<file path="src/rtl/smr_pkg.sv">
package smr_pkg;
  // frame layout
  localparam int FRAME_W = 16;
  localparam int CNT_W = 5;
  localparam int TOP_HI = 15;
  localparam int TOP_LO = 14;
  localparam int ADDR_HI = 13;
  localparam int ADDR_LO = 9;
  localparam int GLOBAL_BIT = 8;
  localparam int SAFE_REL_BIT = 7;
  localparam int DATA_HI = 7;
  localparam int MODE_HI = 7;
  localparam int MODE_LO = 3;
  localparam int CODE_HI = 2;
  localparam logic [4:0] MODE_ADDR = 5'h0e;
  localparam logic [4:0] REGU_ADDR = 5'h0f;
  localparam logic [1:0] TOP_READ_CODE = 2'h0;
  localparam logic [1:0] TOP_READ_STATE = 2'h3;
  localparam logic [1:0] TOP_WRITE = 2'h1;

  // device modes
  localparam logic [4:0] MODE_INIT = 5'h00;
  localparam logic [4:0] MODE_NORMAL_REQ = 5'h02;
  localparam logic [4:0] MODE_NORMAL = 5'h03;
  localparam int MODE_LP_BIT = 4;
  localparam logic [2:0] MODE_LP_OFF_HEAD = 3'h3;

  // regulator control register
  localparam int AUX_HI = 7;
  localparam int AUX_LO = 6;
  localparam int CAN_HI = 4;
  localparam int CAN_LO = 3;
  localparam int BAL_EN_BIT = 2;
  localparam int BAL_AUTO_BIT = 1;
  localparam int OFF_EN_BIT = 0;
  localparam logic [7:0] REGU_RESET = 8'h00;
  localparam logic [7:0] REGU_WR_MASK = 8'hdf;
  localparam logic [1:0] SUP_OFF = 2'h0;
  localparam logic [1:0] SUP_QUIET = 2'h1;
  localparam logic [1:0] SUP_REPORT = 2'h2;
  localparam logic [1:0] SUP_FAST = 2'h3;
  localparam logic [1:0] CAN_DEBUG_DEFAULT = SUP_QUIET;

  // random code source
  localparam logic [7:0] LFSR_SEED = 8'h5a;
  localparam logic [7:0] LFSR_TAPS = 8'hb8;

  // blanking times
  localparam int CLK_PERIOD_NS = 100;
  localparam int BLANK_LONG_NS = 1_000_000;
  localparam int BLANK_SHORT_NS = 25_000;
  localparam int BLANK_LONG_CYC = (BLANK_LONG_NS + CLK_PERIOD_NS - 1) / CLK_PERIOD_NS;
  localparam int BLANK_SHORT_CYC = (BLANK_SHORT_NS + CLK_PERIOD_NS - 1) / CLK_PERIOD_NS;
  localparam int BLANK_W = 14;
endpackage : smr_pkg

</file>
<file path="src/rtl/smr_rnd_gen.sv">
`timescale 1ns/1ns
module smr_rnd_gen (
  // clock and reset
  input wire logic core_clk,
  input wire logic rstn,
  // code out
  output logic [2:0] code
);
  logic [7:0] lfsr;
  logic [7:0] next_lfsr;

  always_comb begin
    next_lfsr = {lfsr[6:0], ^(lfsr & smr_pkg::LFSR_TAPS)};
  end

  always_ff @(posedge core_clk or negedge rstn) begin
    if (!rstn) begin
      lfsr <= smr_pkg::LFSR_SEED;
    end else begin
      lfsr <= next_lfsr;
    end
  end

  assign code = lfsr[2:0];
endmodule : smr_rnd_gen

</file>
<file path="src/rtl/smr_spi_port.sv">
`timescale 1ns/1ns
module smr_spi_port (
  // clock and reset
  input wire logic core_clk,
  input wire logic rstn,
  // spi pins
  input wire logic sclk,
  input wire logic cs_n,
  input wire logic mosi,
  output logic miso,
  // frame side
  input wire logic [15:0] resp_word,
  output logic [15:0] rx_word,
  output logic [1:0] lead_bits,
  output logic frame_start,
  output logic frame_done
);
  logic sclk_d;
  logic cs_d;
  logic [4:0] bit_count;
  logic [4:0] next_bit_count;
  logic [15:0] next_rx;
  logic [1:0] next_lead;
  logic next_miso;
  logic next_start;
  logic next_done;
  logic rise;
  logic fall;

  always_comb begin
    rise = sclk && !sclk_d && !cs_n;
    fall = !sclk && sclk_d && !cs_n;
    next_bit_count = bit_count;
    next_rx = rx_word;
    next_lead = lead_bits;
    next_miso = miso;
    next_start = 1'b0;
    next_done = 1'b0;
    if (!cs_n && cs_d) begin
      next_bit_count = '0;
      next_start = 1'b1;
      next_miso = resp_word[smr_pkg::FRAME_W - 1];
    end else if (cs_n) begin
      next_miso = 1'b0;
      next_done = !cs_d && (bit_count == 5'(smr_pkg::FRAME_W));
    end else if (rise) begin
      next_rx = {rx_word[14:0], mosi};
      if (bit_count == 5'h01) begin
        next_lead = {rx_word[0], mosi};
      end
      if (bit_count != 5'h1f) begin
        next_bit_count = bit_count + 5'h01;
      end
    end else if (fall && bit_count < 5'(smr_pkg::FRAME_W)) begin
      next_miso = resp_word[4'(smr_pkg::FRAME_W - 1 - int'(bit_count))];
    end
  end

  always_ff @(posedge core_clk or negedge rstn) begin
    if (!rstn) begin
      sclk_d <= 1'b0;
      cs_d <= 1'b1;
      bit_count <= '0;
      rx_word <= '0;
      lead_bits <= '0;
      miso <= 1'b0;
      frame_start <= 1'b0;
      frame_done <= 1'b0;
    end else begin
      sclk_d <= sclk;
      cs_d <= cs_n;
      bit_count <= next_bit_count;
      rx_word <= next_rx;
      lead_bits <= next_lead;
      miso <= next_miso;
      frame_start <= next_start;
      frame_done <= next_done;
    end
  end
endmodule : smr_spi_port

</file>
<file path="src/rtl/smr_mode_reg_ctrl.sv">
`timescale 1ns/1ns
// Notes on behaviour
// RULE_01 - global commands: address 01110 in bits 13-9, with bits 15-14 and bit 7
// RULE_02 - host always sends bit 8 high in global commands
// RULE_03 - random-code entry only if selected while in initialisation mode
// RULE_04 - in normal mode 0x1D00/0x1D80 return the 3-bit code in bits 2-0
// RULE_05 - host writes low-power request with inverted last code in bits 2-0
// RULE_06 - unprotected 0x5C60 enters supply-off low power, no sensing, no forced wake
// RULE_07 - 0x1D00 leaves debug, keeps fail-safe; replies status, mode, code
// RULE_08 - 0x1D80 releases fail-safe output; replies status, mode, code
// RULE_09 - 0xDD00 leaves debug; replies mode, fail-safe bit 1, debug bit 0
// RULE_10 - 0xDD80 keeps debug, releases fail-safe; same reply as 0xDD00
// RULE_11 - mode codes: 00000 init, 00001 flash, 00010 normal request, 00011 normal, 1xxxx low power
// RULE_12 - reply bit 1 is 0 while fail-safe driver active, 1 when off
// RULE_13 - reply bit 0 is 1 while debug mode active
// RULE_14 - write frame with address 01111 loads regulator register from second byte
// RULE_15 - aux field: off, quiet 1 ms, reported 1 ms, reported 25 us blanking
// RULE_16 - can supply field: same codes, quiet code is default in debug
// RULE_17 - bit 2 enables external ballast transistor
// RULE_18 - bit 1 allows automatic ballast above about 60 mA load
// RULE_19 - bit 0 clear blocks entry into supply-off low power
// RULE_20 - low bits of low-power write carry the code only when selected
// RULE_21 - host wakes supply-on low power by writing 0x5C10
// RULE_22 - host clears wake-up flags before requesting low power
// RULE_23 - with code protection, ignore low-power write with wrong inverted code
// RULE_24 - aux and can supply fields reset to zero, regulators off
module smr_mode_reg_ctrl #(
  parameter int BLANK_LONG_CYCLES = smr_pkg::BLANK_LONG_CYC
) (
  // clock and reset
  input wire logic core_clk,
  input wire logic rstn,
  // spi pins
  input wire logic sclk,
  input wire logic cs_n,
  input wire logic mosi,
  output logic miso,
  // device state inputs
  input wire logic [7:0] fix_status,
  input wire logic lowpower_random_select,
  input wire logic debug_strap,
  input wire logic safe_activate,
  input wire logic mode_load,
  input wire logic [4:0] mode_load_value,
  input wire logic load_over_threshold,
  input wire logic [1:0] supply_fault,
  // state and control outputs
  output logic [4:0] device_mode,
  output logic debug_mode,
  output logic safe_off,
  output logic [7:0] regulator_control,
  output logic [1:0] supply_on,
  output logic [1:0] supply_flag,
  output logic ballast_on
);
  logic [15:0] rx_word;
  logic [15:0] resp_word;
  logic [1:0] lead_bits;
  logic frame_start;
  logic frame_done;
  logic [2:0] rnd_code;
  logic [2:0] shown_code;
  logic [2:0] last_code;
  logic code_valid;
  logic rnd_sel;
  logic strap_done;
  logic [2:0] next_shown_code;
  logic [2:0] next_last_code;
  logic next_code_valid;
  logic next_rnd_sel;
  logic next_strap_done;
  logic [4:0] next_device_mode;
  logic next_debug_mode;
  logic next_safe_off;
  logic [7:0] next_regulator_control;
  logic next_ballast_on;
  logic [4:0] addr;
  logic [1:0] top;
  logic [4:0] wr_mode;
  logic is_global;
  logic code_read;
  logic mode_wr;
  logic regu_wr;
  logic code_ok;
  logic lp_off_req;
  logic lp_on_req;
  logic mode_accept;

  smr_spi_port u_spi (
    .core_clk(core_clk),
    .rstn(rstn),
    .sclk(sclk),
    .cs_n(cs_n),
    .mosi(mosi),
    .miso(miso),
    .resp_word(resp_word),
    .rx_word(rx_word),
    .lead_bits(lead_bits),
    .frame_start(frame_start),
    .frame_done(frame_done)
  );

  smr_rnd_gen u_rnd (
    .core_clk(core_clk),
    .rstn(rstn),
    .code(rnd_code)
  );

  // reply: low bits follow the lead bits already received
  always_comb begin
    if (lead_bits == smr_pkg::TOP_READ_STATE) begin
      resp_word = {fix_status, device_mode, 1'b0, safe_off, debug_mode}; // [RULE_09] [RULE_12] [RULE_13]
    end else begin
      resp_word = {fix_status, device_mode, shown_code}; // [RULE_04] [RULE_11]
    end
  end

  // frame decode
  always_comb begin
    addr = rx_word[smr_pkg::ADDR_HI:smr_pkg::ADDR_LO];
    top = rx_word[smr_pkg::TOP_HI:smr_pkg::TOP_LO];
    wr_mode = rx_word[smr_pkg::MODE_HI:smr_pkg::MODE_LO];
    is_global = frame_done && addr == smr_pkg::MODE_ADDR && rx_word[smr_pkg::GLOBAL_BIT]
      && (top == smr_pkg::TOP_READ_CODE || top == smr_pkg::TOP_READ_STATE); // [RULE_01] [RULE_02]
    code_read = is_global && top == smr_pkg::TOP_READ_CODE
      && device_mode == smr_pkg::MODE_NORMAL; // [RULE_04]
    mode_wr = frame_done && top == smr_pkg::TOP_WRITE && addr == smr_pkg::MODE_ADDR;
    regu_wr = frame_done && top == smr_pkg::TOP_WRITE && addr == smr_pkg::REGU_ADDR; // [RULE_14]
    code_ok = !rnd_sel
      || (code_valid && rx_word[smr_pkg::CODE_HI:0] == ~last_code); // [RULE_20] [RULE_23]
    lp_off_req = wr_mode[smr_pkg::MODE_LP_BIT:2] == smr_pkg::MODE_LP_OFF_HEAD; // [RULE_06]
    lp_on_req = wr_mode[smr_pkg::MODE_LP_BIT];
    mode_accept = 1'b0;
    if (mode_wr) begin
      if (lp_off_req) begin
        mode_accept = device_mode == smr_pkg::MODE_NORMAL && code_ok
          && regulator_control[smr_pkg::OFF_EN_BIT]; // [RULE_19] [RULE_23]
      end else if (lp_on_req) begin
        mode_accept = device_mode == smr_pkg::MODE_NORMAL && code_ok; // [RULE_23]
      end else if (wr_mode == smr_pkg::MODE_NORMAL_REQ) begin
        mode_accept = device_mode[smr_pkg::MODE_LP_BIT]; // [RULE_21]
      end
    end
  end

  // mode, debug, fail-safe and code bookkeeping
  always_comb begin
    next_device_mode = device_mode;
    if (mode_load) begin
      next_device_mode = mode_load_value;
    end else if (mode_accept) begin
      next_device_mode = wr_mode;
    end
    next_rnd_sel = rnd_sel;
    if (device_mode == smr_pkg::MODE_INIT) begin
      next_rnd_sel = lowpower_random_select; // [RULE_03]
    end
    next_shown_code = frame_start ? rnd_code : shown_code;
    next_last_code = code_read ? shown_code : last_code;
    next_code_valid = code_valid;
    if (code_read) begin
      next_code_valid = 1'b1;
    end else if (mode_accept) begin
      next_code_valid = 1'b0;
    end
    next_strap_done = 1'b1;
    next_debug_mode = debug_mode;
    next_regulator_control = regulator_control;
    if (!strap_done) begin
      next_debug_mode = debug_strap;
      if (debug_strap) begin
        next_regulator_control[smr_pkg::CAN_HI:smr_pkg::CAN_LO] = smr_pkg::CAN_DEBUG_DEFAULT; // [RULE_16]
      end
    end else begin
      if (is_global && !rx_word[smr_pkg::SAFE_REL_BIT]) begin
        next_debug_mode = 1'b0; // [RULE_07] [RULE_09]
      end
      if (regu_wr) begin
        next_regulator_control = rx_word[smr_pkg::DATA_HI:0] & smr_pkg::REGU_WR_MASK; // [RULE_14]
      end
    end
    // fail-safe activation by hardware wins over a release in the same cycle
    next_safe_off = safe_off;
    if (safe_activate) begin
      next_safe_off = 1'b0;
    end else if (is_global && rx_word[smr_pkg::SAFE_REL_BIT]) begin
      next_safe_off = 1'b1; // [RULE_08] [RULE_10]
    end
    next_ballast_on = regulator_control[smr_pkg::BAL_EN_BIT] // [RULE_17]
      || (regulator_control[smr_pkg::BAL_AUTO_BIT] && load_over_threshold); // [RULE_18]
  end

  always_ff @(posedge core_clk or negedge rstn) begin
    if (!rstn) begin
      device_mode <= smr_pkg::MODE_INIT;
      rnd_sel <= 1'b0;
      shown_code <= '0;
      last_code <= '0;
      code_valid <= 1'b0;
      strap_done <= 1'b0;
      debug_mode <= 1'b0;
      regulator_control <= smr_pkg::REGU_RESET; // [RULE_24]
      safe_off <= 1'b0;
      ballast_on <= 1'b0;
    end else begin
      device_mode <= next_device_mode;
      rnd_sel <= next_rnd_sel;
      shown_code <= next_shown_code;
      last_code <= next_last_code;
      code_valid <= next_code_valid;
      strap_done <= next_strap_done;
      debug_mode <= next_debug_mode;
      regulator_control <= next_regulator_control;
      safe_off <= next_safe_off;
      ballast_on <= next_ballast_on;
    end
  end

  // per supply: 0 aux, 1 can; fault blanking then shutdown
  for (genvar g = 0; g < 2; g++) begin : g_sup
    logic [1:0] field;
    logic [smr_pkg::BLANK_W-1:0] blank_cnt;
    logic [smr_pkg::BLANK_W-1:0] next_blank_cnt;
    logic [smr_pkg::BLANK_W-1:0] limit;
    logic shut;
    logic next_shut;
    logic next_on;
    logic next_flag;

    always_comb begin
      field = (g == 0) ? regulator_control[smr_pkg::AUX_HI:smr_pkg::AUX_LO]
        : regulator_control[smr_pkg::CAN_HI:smr_pkg::CAN_LO];
      limit = (field == smr_pkg::SUP_FAST) ? smr_pkg::BLANK_W'(smr_pkg::BLANK_SHORT_CYC)
        : smr_pkg::BLANK_W'(BLANK_LONG_CYCLES); // [RULE_15] [RULE_16]
      next_blank_cnt = blank_cnt;
      next_shut = shut;
      // an expiring blanking window wins over a register write in the same cycle
      if (field == smr_pkg::SUP_OFF) begin
        next_blank_cnt = '0;
        next_shut = 1'b0;
      end else if (supply_fault[g] && !shut && blank_cnt >= limit - smr_pkg::BLANK_W'(1)) begin
        next_shut = 1'b1;
      end else if (regu_wr) begin
        next_blank_cnt = '0;
        next_shut = 1'b0;
      end else if (!supply_fault[g]) begin
        next_blank_cnt = '0;
      end else if (!shut) begin
        next_blank_cnt = blank_cnt + smr_pkg::BLANK_W'(1);
      end
      next_on = field != smr_pkg::SUP_OFF && !next_shut; // [RULE_15] [RULE_16]
      next_flag = supply_fault[g] && (field == smr_pkg::SUP_REPORT || field == smr_pkg::SUP_FAST);
    end

    always_ff @(posedge core_clk or negedge rstn) begin
      if (!rstn) begin
        blank_cnt <= '0;
        shut <= 1'b0;
        supply_on[g] <= 1'b0;
        supply_flag[g] <= 1'b0;
      end else begin
        blank_cnt <= next_blank_cnt;
        shut <= next_shut;
        supply_on[g] <= next_on;
        supply_flag[g] <= next_flag;
      end
    end

    AST_BLANK_SHUTDOWN: assert property (@(posedge core_clk) disable iff (!rstn)
      supply_fault[g] && !regu_wr && field != smr_pkg::SUP_OFF && blank_cnt == limit - 1
      |=> !supply_on[g]) else $error("supply not shut after blanking"); // [RULE_15]
  end

  AST_LEAVE_DEBUG: assert property (@(posedge core_clk) disable iff (!rstn)
    strap_done && is_global && !rx_word[7] |=> !debug_mode)
    else $error("debug not left on global command"); // [RULE_07]
  AST_KEEP_DEBUG: assert property (@(posedge core_clk) disable iff (!rstn)
    strap_done && is_global && rx_word[7] |=> $stable(debug_mode))
    else $error("debug changed on release command"); // [RULE_10]
  AST_SAFE_RELEASE: assert property (@(posedge core_clk) disable iff (!rstn)
    is_global && rx_word[7] && !safe_activate |=> safe_off)
    else $error("fail-safe output not released"); // [RULE_08]
  AST_REGU_WRITE: assert property (@(posedge core_clk) disable iff (!rstn)
    strap_done && regu_wr |=> regulator_control == ($past(rx_word[7:0]) & 8'hdf))
    else $error("regulator register not loaded"); // [RULE_14]
  AST_OFF_GATE: assert property (@(posedge core_clk) disable iff (!rstn)
    !$past(mode_load) && device_mode[4:2] == 3'h3 && !$stable(device_mode)
    |-> $past(regulator_control[0])) else $error("supply-off entered while gated"); // [RULE_19]
  AST_CODE_GUARD: assert property (@(posedge core_clk) disable iff (!rstn)
    mode_wr && rnd_sel && rx_word[2:0] != ~last_code && !mode_load
    && (rx_word[7] || rx_word[7:5] == 3'h3) |=> $stable(device_mode))
    else $error("low-power write with wrong code taken"); // [RULE_23]
  AST_STATE_REPLY: assert property (@(posedge core_clk) disable iff (!rstn)
    lead_bits == 2'h3 |-> resp_word[1] == safe_off && resp_word[0] == debug_mode)
    else $error("state reply bits wrong"); // [RULE_12]
  AST_MODE_REPLY: assert property (@(posedge core_clk) disable iff (!rstn)
    frame_start |-> resp_word[7:3] == device_mode && resp_word[15:8] == fix_status)
    else $error("mode reply bits wrong"); // [RULE_11]
  AST_BALLAST: assert property (@(posedge core_clk) disable iff (!rstn)
    regulator_control[2] ##1 regulator_control[2] |-> ballast_on)
    else $error("ballast not enabled"); // [RULE_17]
endmodule : smr_mode_reg_ctrl

</file>
<file path="config.mk">
export PLATFORM = sky130hd
export DESIGN_NAME = smr_mode_reg_ctrl
export DESIGN_NICKNAME = d
export VERILOG_FILES = /design/src/rtl/smr_pkg.sv /design/src/rtl/smr_rnd_gen.sv /design/src/rtl/smr_spi_port.sv /design/src/rtl/smr_mode_reg_ctrl.sv
export SDC_FILE = /design/constraint.sdc
export NUM_CORES = 1
export LEC_CHECK = 0
export BUFFER_PORTS_ARGS = -buffer_cell sky130_fd_sc_hd__buf_2
export CAP_MARGIN = 40
export CORE_MARGIN = 4
export CORE_UTILIZATION = 60
export CTS_BUF_LIST = sky130_fd_sc_hd__clkbuf_4 sky130_fd_sc_hd__clkbuf_8
export DETAILED_ROUTE_END_ITERATION = 12
export PLACE_DENSITY = 0.89
export SLEW_MARGIN = 10
export SYNTH_ARGS = -nofsm -noshare
export SYNTH_HDL_FRONTEND = slang
export SYNTH_HIERARCHICAL = 1
export SYNTH_SLANG_ARGS = --single-unit
</file>
<file path="constraint.sdc">
create_clock -name core_clk -period 5.1 [get_ports core_clk]
set_input_delay 0.765 -clock core_clk [delete_from_list [all_inputs] [get_ports core_clk]]
set_output_delay 0.765 -clock core_clk [all_outputs]
set_load 0.01 [all_outputs]
</file>
# Word-level counts from Yosys, hierarchy flattened
# Index checks and enable logic that the tools add are counted.
# totals
register_bits,94
output_inout_bits,21
# classes
n_addsub,6
n_lt_le_gt_ge,4
n_eq_ne,24
mux,48
bitwise_logic,3
reduce_logical,66
# ops
cell,n
$mux W14,12
$mux W5,7
$logic_and A1 B1 Y1,29
$add A14 B1 Y14 const B,2
$ge A14 B14 Y1,2
$sub A14 B1 Y14 const B,2
$mux W1,25
$reduce_bool A2 Y1,8
$eq A2 B2 Y1 const B,6
$eq A5 B2 Y1 const B,2
$eq A5 B4 Y1 const B,2
$logic_not A1 Y1,10
$reduce_and A2 Y1,5
$ne A4 B3 Y1 const B,2
$reduce_xor A8 Y1,1
$logic_not A2 Y1,3
$lt A4 B6 Y1 const B,1
$ne A2 B1 Y1 const B,3
$reduce_and A3 Y1,2
$add A5 B1 Y5 const B,1
$eq A5 B1 Y1 const B,1
$eq A5 B5 Y1 const B,1
$logic_not A5 Y1,1
$logic_or A1 B1 Y1,5
other kinds (15),18

# Logic depth before layout (Yosys ltp)
# logic_depth
depth_word,10
mapped_depth,11
mapped_depth_nobuf,9

# Cells and area by module
# Netlist, hierarchy kept.
# by_module_without_submodules
module,n_inst,cells_per_inst,area_each_um2,seq_area_each_um2
smr_mode_reg_ctrl,1,375,3448.3,1451.4
smr_spi_port,1,95,1293.7,701.9
smr_rnd_gen,1,14,254.0,205.2

# Least setup slack after synthesis
# OpenSTA, ideal clock, no wires.
# synth_timing
path_kind,reg-to-reg
start,reg regulator_control[4]
end,reg g_sup[1].blank_cnt[8] (netlist name)
setup_ns,0.069
arrival_ns,2.258
setup_slack_ns,2.773
path_stages_with_launch,11
n_path_buf,1
path_cell_list,dfrtp_1 buf_2 and2_4 inv_2 ha_1 nand3_1 a221oi_1 a211oi_1 o211ai_2 or4_1 nand3_1
# synth_via
elab_chain_cells,7
# synth_rtl
item,line_no,source
from (decl),smr_mode_reg_ctrl.sv:51,"output logic [7:0] regulator_control,"
from (signal assigned),smr_mode_reg_ctrl.sv:202,regulator_control <= smr_pkg::REGU_RESET;
from (signal assigned),smr_mode_reg_ctrl.sv:213,regulator_control <= next_regulator_control;
$eq A2 B2 Y1,smr_mode_reg_ctrl.sv:233,limit = (field == smr_pkg::SUP_FAST) ? smr_pkg::BLANK_W'(smr_pkg::BLANK_SHORT_CYC)
$mux W14,smr_mode_reg_ctrl.sv:233,
$sub A14 B1 Y14,smr_mode_reg_ctrl.sv:241,end else if (supply_fault[g] && !shut && blank_cnt >= limit - smr_pkg::BLANK_W'(1)) begin
$ge A14 B14 Y1,smr_mode_reg_ctrl.sv:241,
$logic_and A1 B1 Y1,smr_mode_reg_ctrl.sv:241,
$ne A2 B2 Y1 (no source line),-,
$reduce_and A2 Y1 (no source line),-,
to (signal assigned),smr_mode_reg_ctrl.sv:262,blank_cnt <= next_blank_cnt;
to (decl),smr_mode_reg_ctrl.sv:222,logic [smr_pkg::BLANK_W-1:0] blank_cnt;
# Several ways; a longest one is shown, not always the timed one.
# A chain may end at the register's enable or synchronous reset.

# Worst setup path after layout
# layout_timing
start,reg regulator_control[7]
end,reg g_sup[0].blank_cnt[5] (netlist name)
# layout_via
elab_chain_cells,7
# layout_rtl
item,line_no
$eq A2 B2 Y1,smr_mode_reg_ctrl.sv:233
$mux W14,smr_mode_reg_ctrl.sv:233
$sub A14 B1 Y14,smr_mode_reg_ctrl.sv:241
$ge A14 B14 Y1,smr_mode_reg_ctrl.sv:241
$logic_and A1 B1 Y1,smr_mode_reg_ctrl.sv:241
$ne A2 B2 Y1 (no source line),-
$reduce_and A2 Y1 (no source line),-
to (signal assigned),smr_mode_reg_ctrl.sv:262
to (decl),smr_mode_reg_ctrl.sv:222
# Several ways; a longest one is shown, not always the timed one.

==> results.cfg <==
[cells_and_area]
diodes = 0
post-route-util_pct = 66.4
fill_cells = 623
multi_input_area_mm2 = 0.00245
area_delta_synth_final_pct = 8.64
drive_gt1_share_pct = 22.3
nNetsFinal = 556
regArea_mm2 = 0.00236

[critical_path]
crit_arrival_ns = 3.17
cp-startpoint = regulator_control[7]
worstSetupStartpointType = flop
reg2regPathDepth = 9
r2r_slack_ns = 2.20
cp_max_fo = 11
r2r_start = regulator_control[7]
endpoint_kind = flop
endpoint = g_sup[0].blank_cnt[5]
r2r_end = g_sup[0].blank_cnt[5]
critPathRequiredTime_ns = 5.38
crit_type = reg -> reg

[routing]
wl_per_cell_um = 17.8
vias = 4075
ant_nets = 0
drt_pass1_iterations = 5
wl_um = 11200
drt_iter0_drc = 324
routed_via_density = 6.51
drc_errors = 0

[die]
dieArea_mm2 = 0.00985
start_util_pct = 61.1
die_h_um = 99.3
die_x_um = 99.3
fp.coreArea_mm2 = 0.00818
rows = 33
ios = 46

[clock_network]
postCtsHoldBufs = 0
cts_resized = 0
cts_tree = built
cts.path.max_buffers = 2
clock-root-buffer = clkbuf_8
insertion_delay_ns = 0.37
clock-sinks = 94
post_cts_buffers = 0
cts_buffers = 9
clk_pin_slew_worst_paths_ns = 0.11
cts-htree-levels = 3

[sta]
timing.hold.ws_ns = 0.377
fmax_mhz = 345
setup_tns_ns = 0
worst_slack_ns = 2.20
tightest_slew_ns = 0.906
rsz0062_at_grt = no
drv_slew = 0
min_period_ns = 2.90
hold_viol = 0
setup_violations = 0
post-route-period-util_pct = 56.8
finClkSkew_ns = 0.0110
max-slew-margin-rel_pct = 39.1

[placed_design]
hpwl_um = 7850
pre_cts_ws_ns = 2.30
finalWeightedCongestion = 0.959
io_buffers = 44

[logic_synthesis]
synth-seq-area-share_pct = 47.2
synth_fp_nets = 524
synth_enable_flop_cells = 0
synth_area_mm2 = 0.00500
yosysWarnings = 6
synth.avg_cell_area_um2 = 10.3
ys.flop_type = dfrtp_1
synth.distinct_cells = 64
synth_cells = 484
async_reset_ff_share_pct = 100
ys_ff_latch = 94

[power_and_ir_drop]
vdd_drop_max_mv = 0.170
power_w = 0.00149
p_per_area_mw_per_mm2 = 275
p_leak_nw = 2.43

[global_route]
grt_pass1_vias = 3972
grt_overflow = 0
grt_pass1_wl_um = 18800
grt_max_degree = 49
antenna_found_initial = 0
grt_usage_pct = 23.4

[run_status]
status = complete, no violations

[job]
drv_cap = 0

[hold_path]
hold_path_class = in -> async
-- cells in the mapped netlist (4+ instances only) --
cell	number	area share, %
dfrtp_1	89	45
nand2_1	43	3.2
mux2_2	33	7.4
nor2_1	30	2.3
o21ai_0	30	3.0
nand3_1	25	2.5
a21oi_1	23	2.3
ha_1	15	3.8
and3_1	14	1.8
nor3_1	13	1.3
mux2i_1	11	2.2
buf_4	10	1.5
o31ai_1	10	1.5
inv_1	9	0.68
nor4_1	8	1.0
clkbuf_1	7	0.53
nand4_1	7	0.88
o211ai_1	7	1.1
buf_2	6	0.60
xnor2_1	6	1.1
a31oi_1	5	0.63
dfstp_2	5	2.6
or3_1	5	0.63
a31o_2	4	0.70
and2_1	4	0.50
-- worst max-delay path, cell delays in order (launching register included) --
cell	delay (ns)
dfrtp_1	0.56
nand2_1	0.23
ha_1	0.36
nand3_1	0.08
a221oi_1	0.21
o2111ai_1	0.24
a211oi_1	0.65
buf_2	0.29
o21ai_0	0.11
o31ai_1	0.09
-- report_power, final --
group | leakage (nW) | switching [W] | total (W) | internal (W)
registers | 1.25 | 0.0000561 | 0.000843 | 0.000787
clock network | 0.0994 | 0.000300 | 0.000495 | 0.000195
logic | 1.08 | 0.0000814 | 0.000155 | 0.0000740
total | 2.43 | 0.000437 | 0.00149 | 0.00106
-- area by class of cell --
cell class	count	area share (%)
flip-flops and latches	94	43.5
clock buffers	9	2.28
inverters	10	0.692
repair buffers	47	4.54
well taps	105	2.42
clock inverters	7	1.48
multi-input cells	354	45.1
-- logic make-up after synthesis --
group,synth area share (%)
other,0.150
AO/OA/AOI/OAI,13.9
buffers and inverters,3.76
adder cells (fa/ha/maj),3.76
AND/OR/NAND/NOR,18.6
XOR/XNOR,1.58
multiplexers,11.0
flip-flops,47.2
-- state kept, by name (all words and copies together), names as in the netlist --
register           flops
u_spi/lead_bits        2
u_rnd/lfsr             8
u_spi/bit_count        5
supply_flag            2
strap_done             1
u_spi/sclk_d           1
u_spi/miso             1
regulator_control      7
u_spi/frame_done       1
shown_code             3
g_sup.shut             2
u_spi/rx_word         16
g_sup.blank_cnt       28
last_code              3
debug_mode             1
ballast_on             1
rnd_sel                1
supply_on              2
code_valid             1
u_spi/cs_d             1
u_spi/frame_start      1
safe_off               1
device_mode            5
-- per-stage QoR --
step                instance area (um2)  cells
CTS                                5430    626
global placement                   5210    608
finish                             5430    626
global route                       5430    626
detailed placement                 5220    610
floorplan                          5000    484
-- worst min path at each step --
stage / slack (ns) / to / from
floorplan: 0.36 / u_rnd/lfsr[1] / u_rnd/lfsr[0]
global placement: 0.36 / u_rnd/lfsr[3] / u_rnd/lfsr[2]
detailed placement: 0.36 / u_rnd/lfsr[3] / u_rnd/lfsr[2]
CTS: 0.38 / u_rnd/lfsr[4] / u_rnd/lfsr[3]
global route: 0.39 / u_rnd/lfsr[4] / u_rnd/lfsr[3]
finish: 0.38 / g_sup[0].blank_cnt[5] / rstn
-- cells in the final DEF, fill, tap and decap left out, types with 6 or more instances in the layout --
master / n
inv_1: 9
nor4_1: 8
and3_1: 14
mux2_2: 33
nand4_1: 7
buf_2: 44
clkbuf_8: 9
nor2_1: 30
xnor2_1: 6
o21ai_0: 30
o211ai_1: 7
mux2i_1: 11
dfrtp_1: 89
nand2_1: 43
nor3_1: 13
a21oi_1: 23
nand3_1: 25
o31ai_1: 10
ha_1: 15
-- metal layers --
metal | track usage, % | share of wire [%]
met5 | 0 | 0
met4 | 10.3 | 2.9
met3 | 3.58 | 7.5
met2 | 37.2 | 48
met1 | 32.0 | 42
Note: power is estimated with default switching activity, not from simulation.
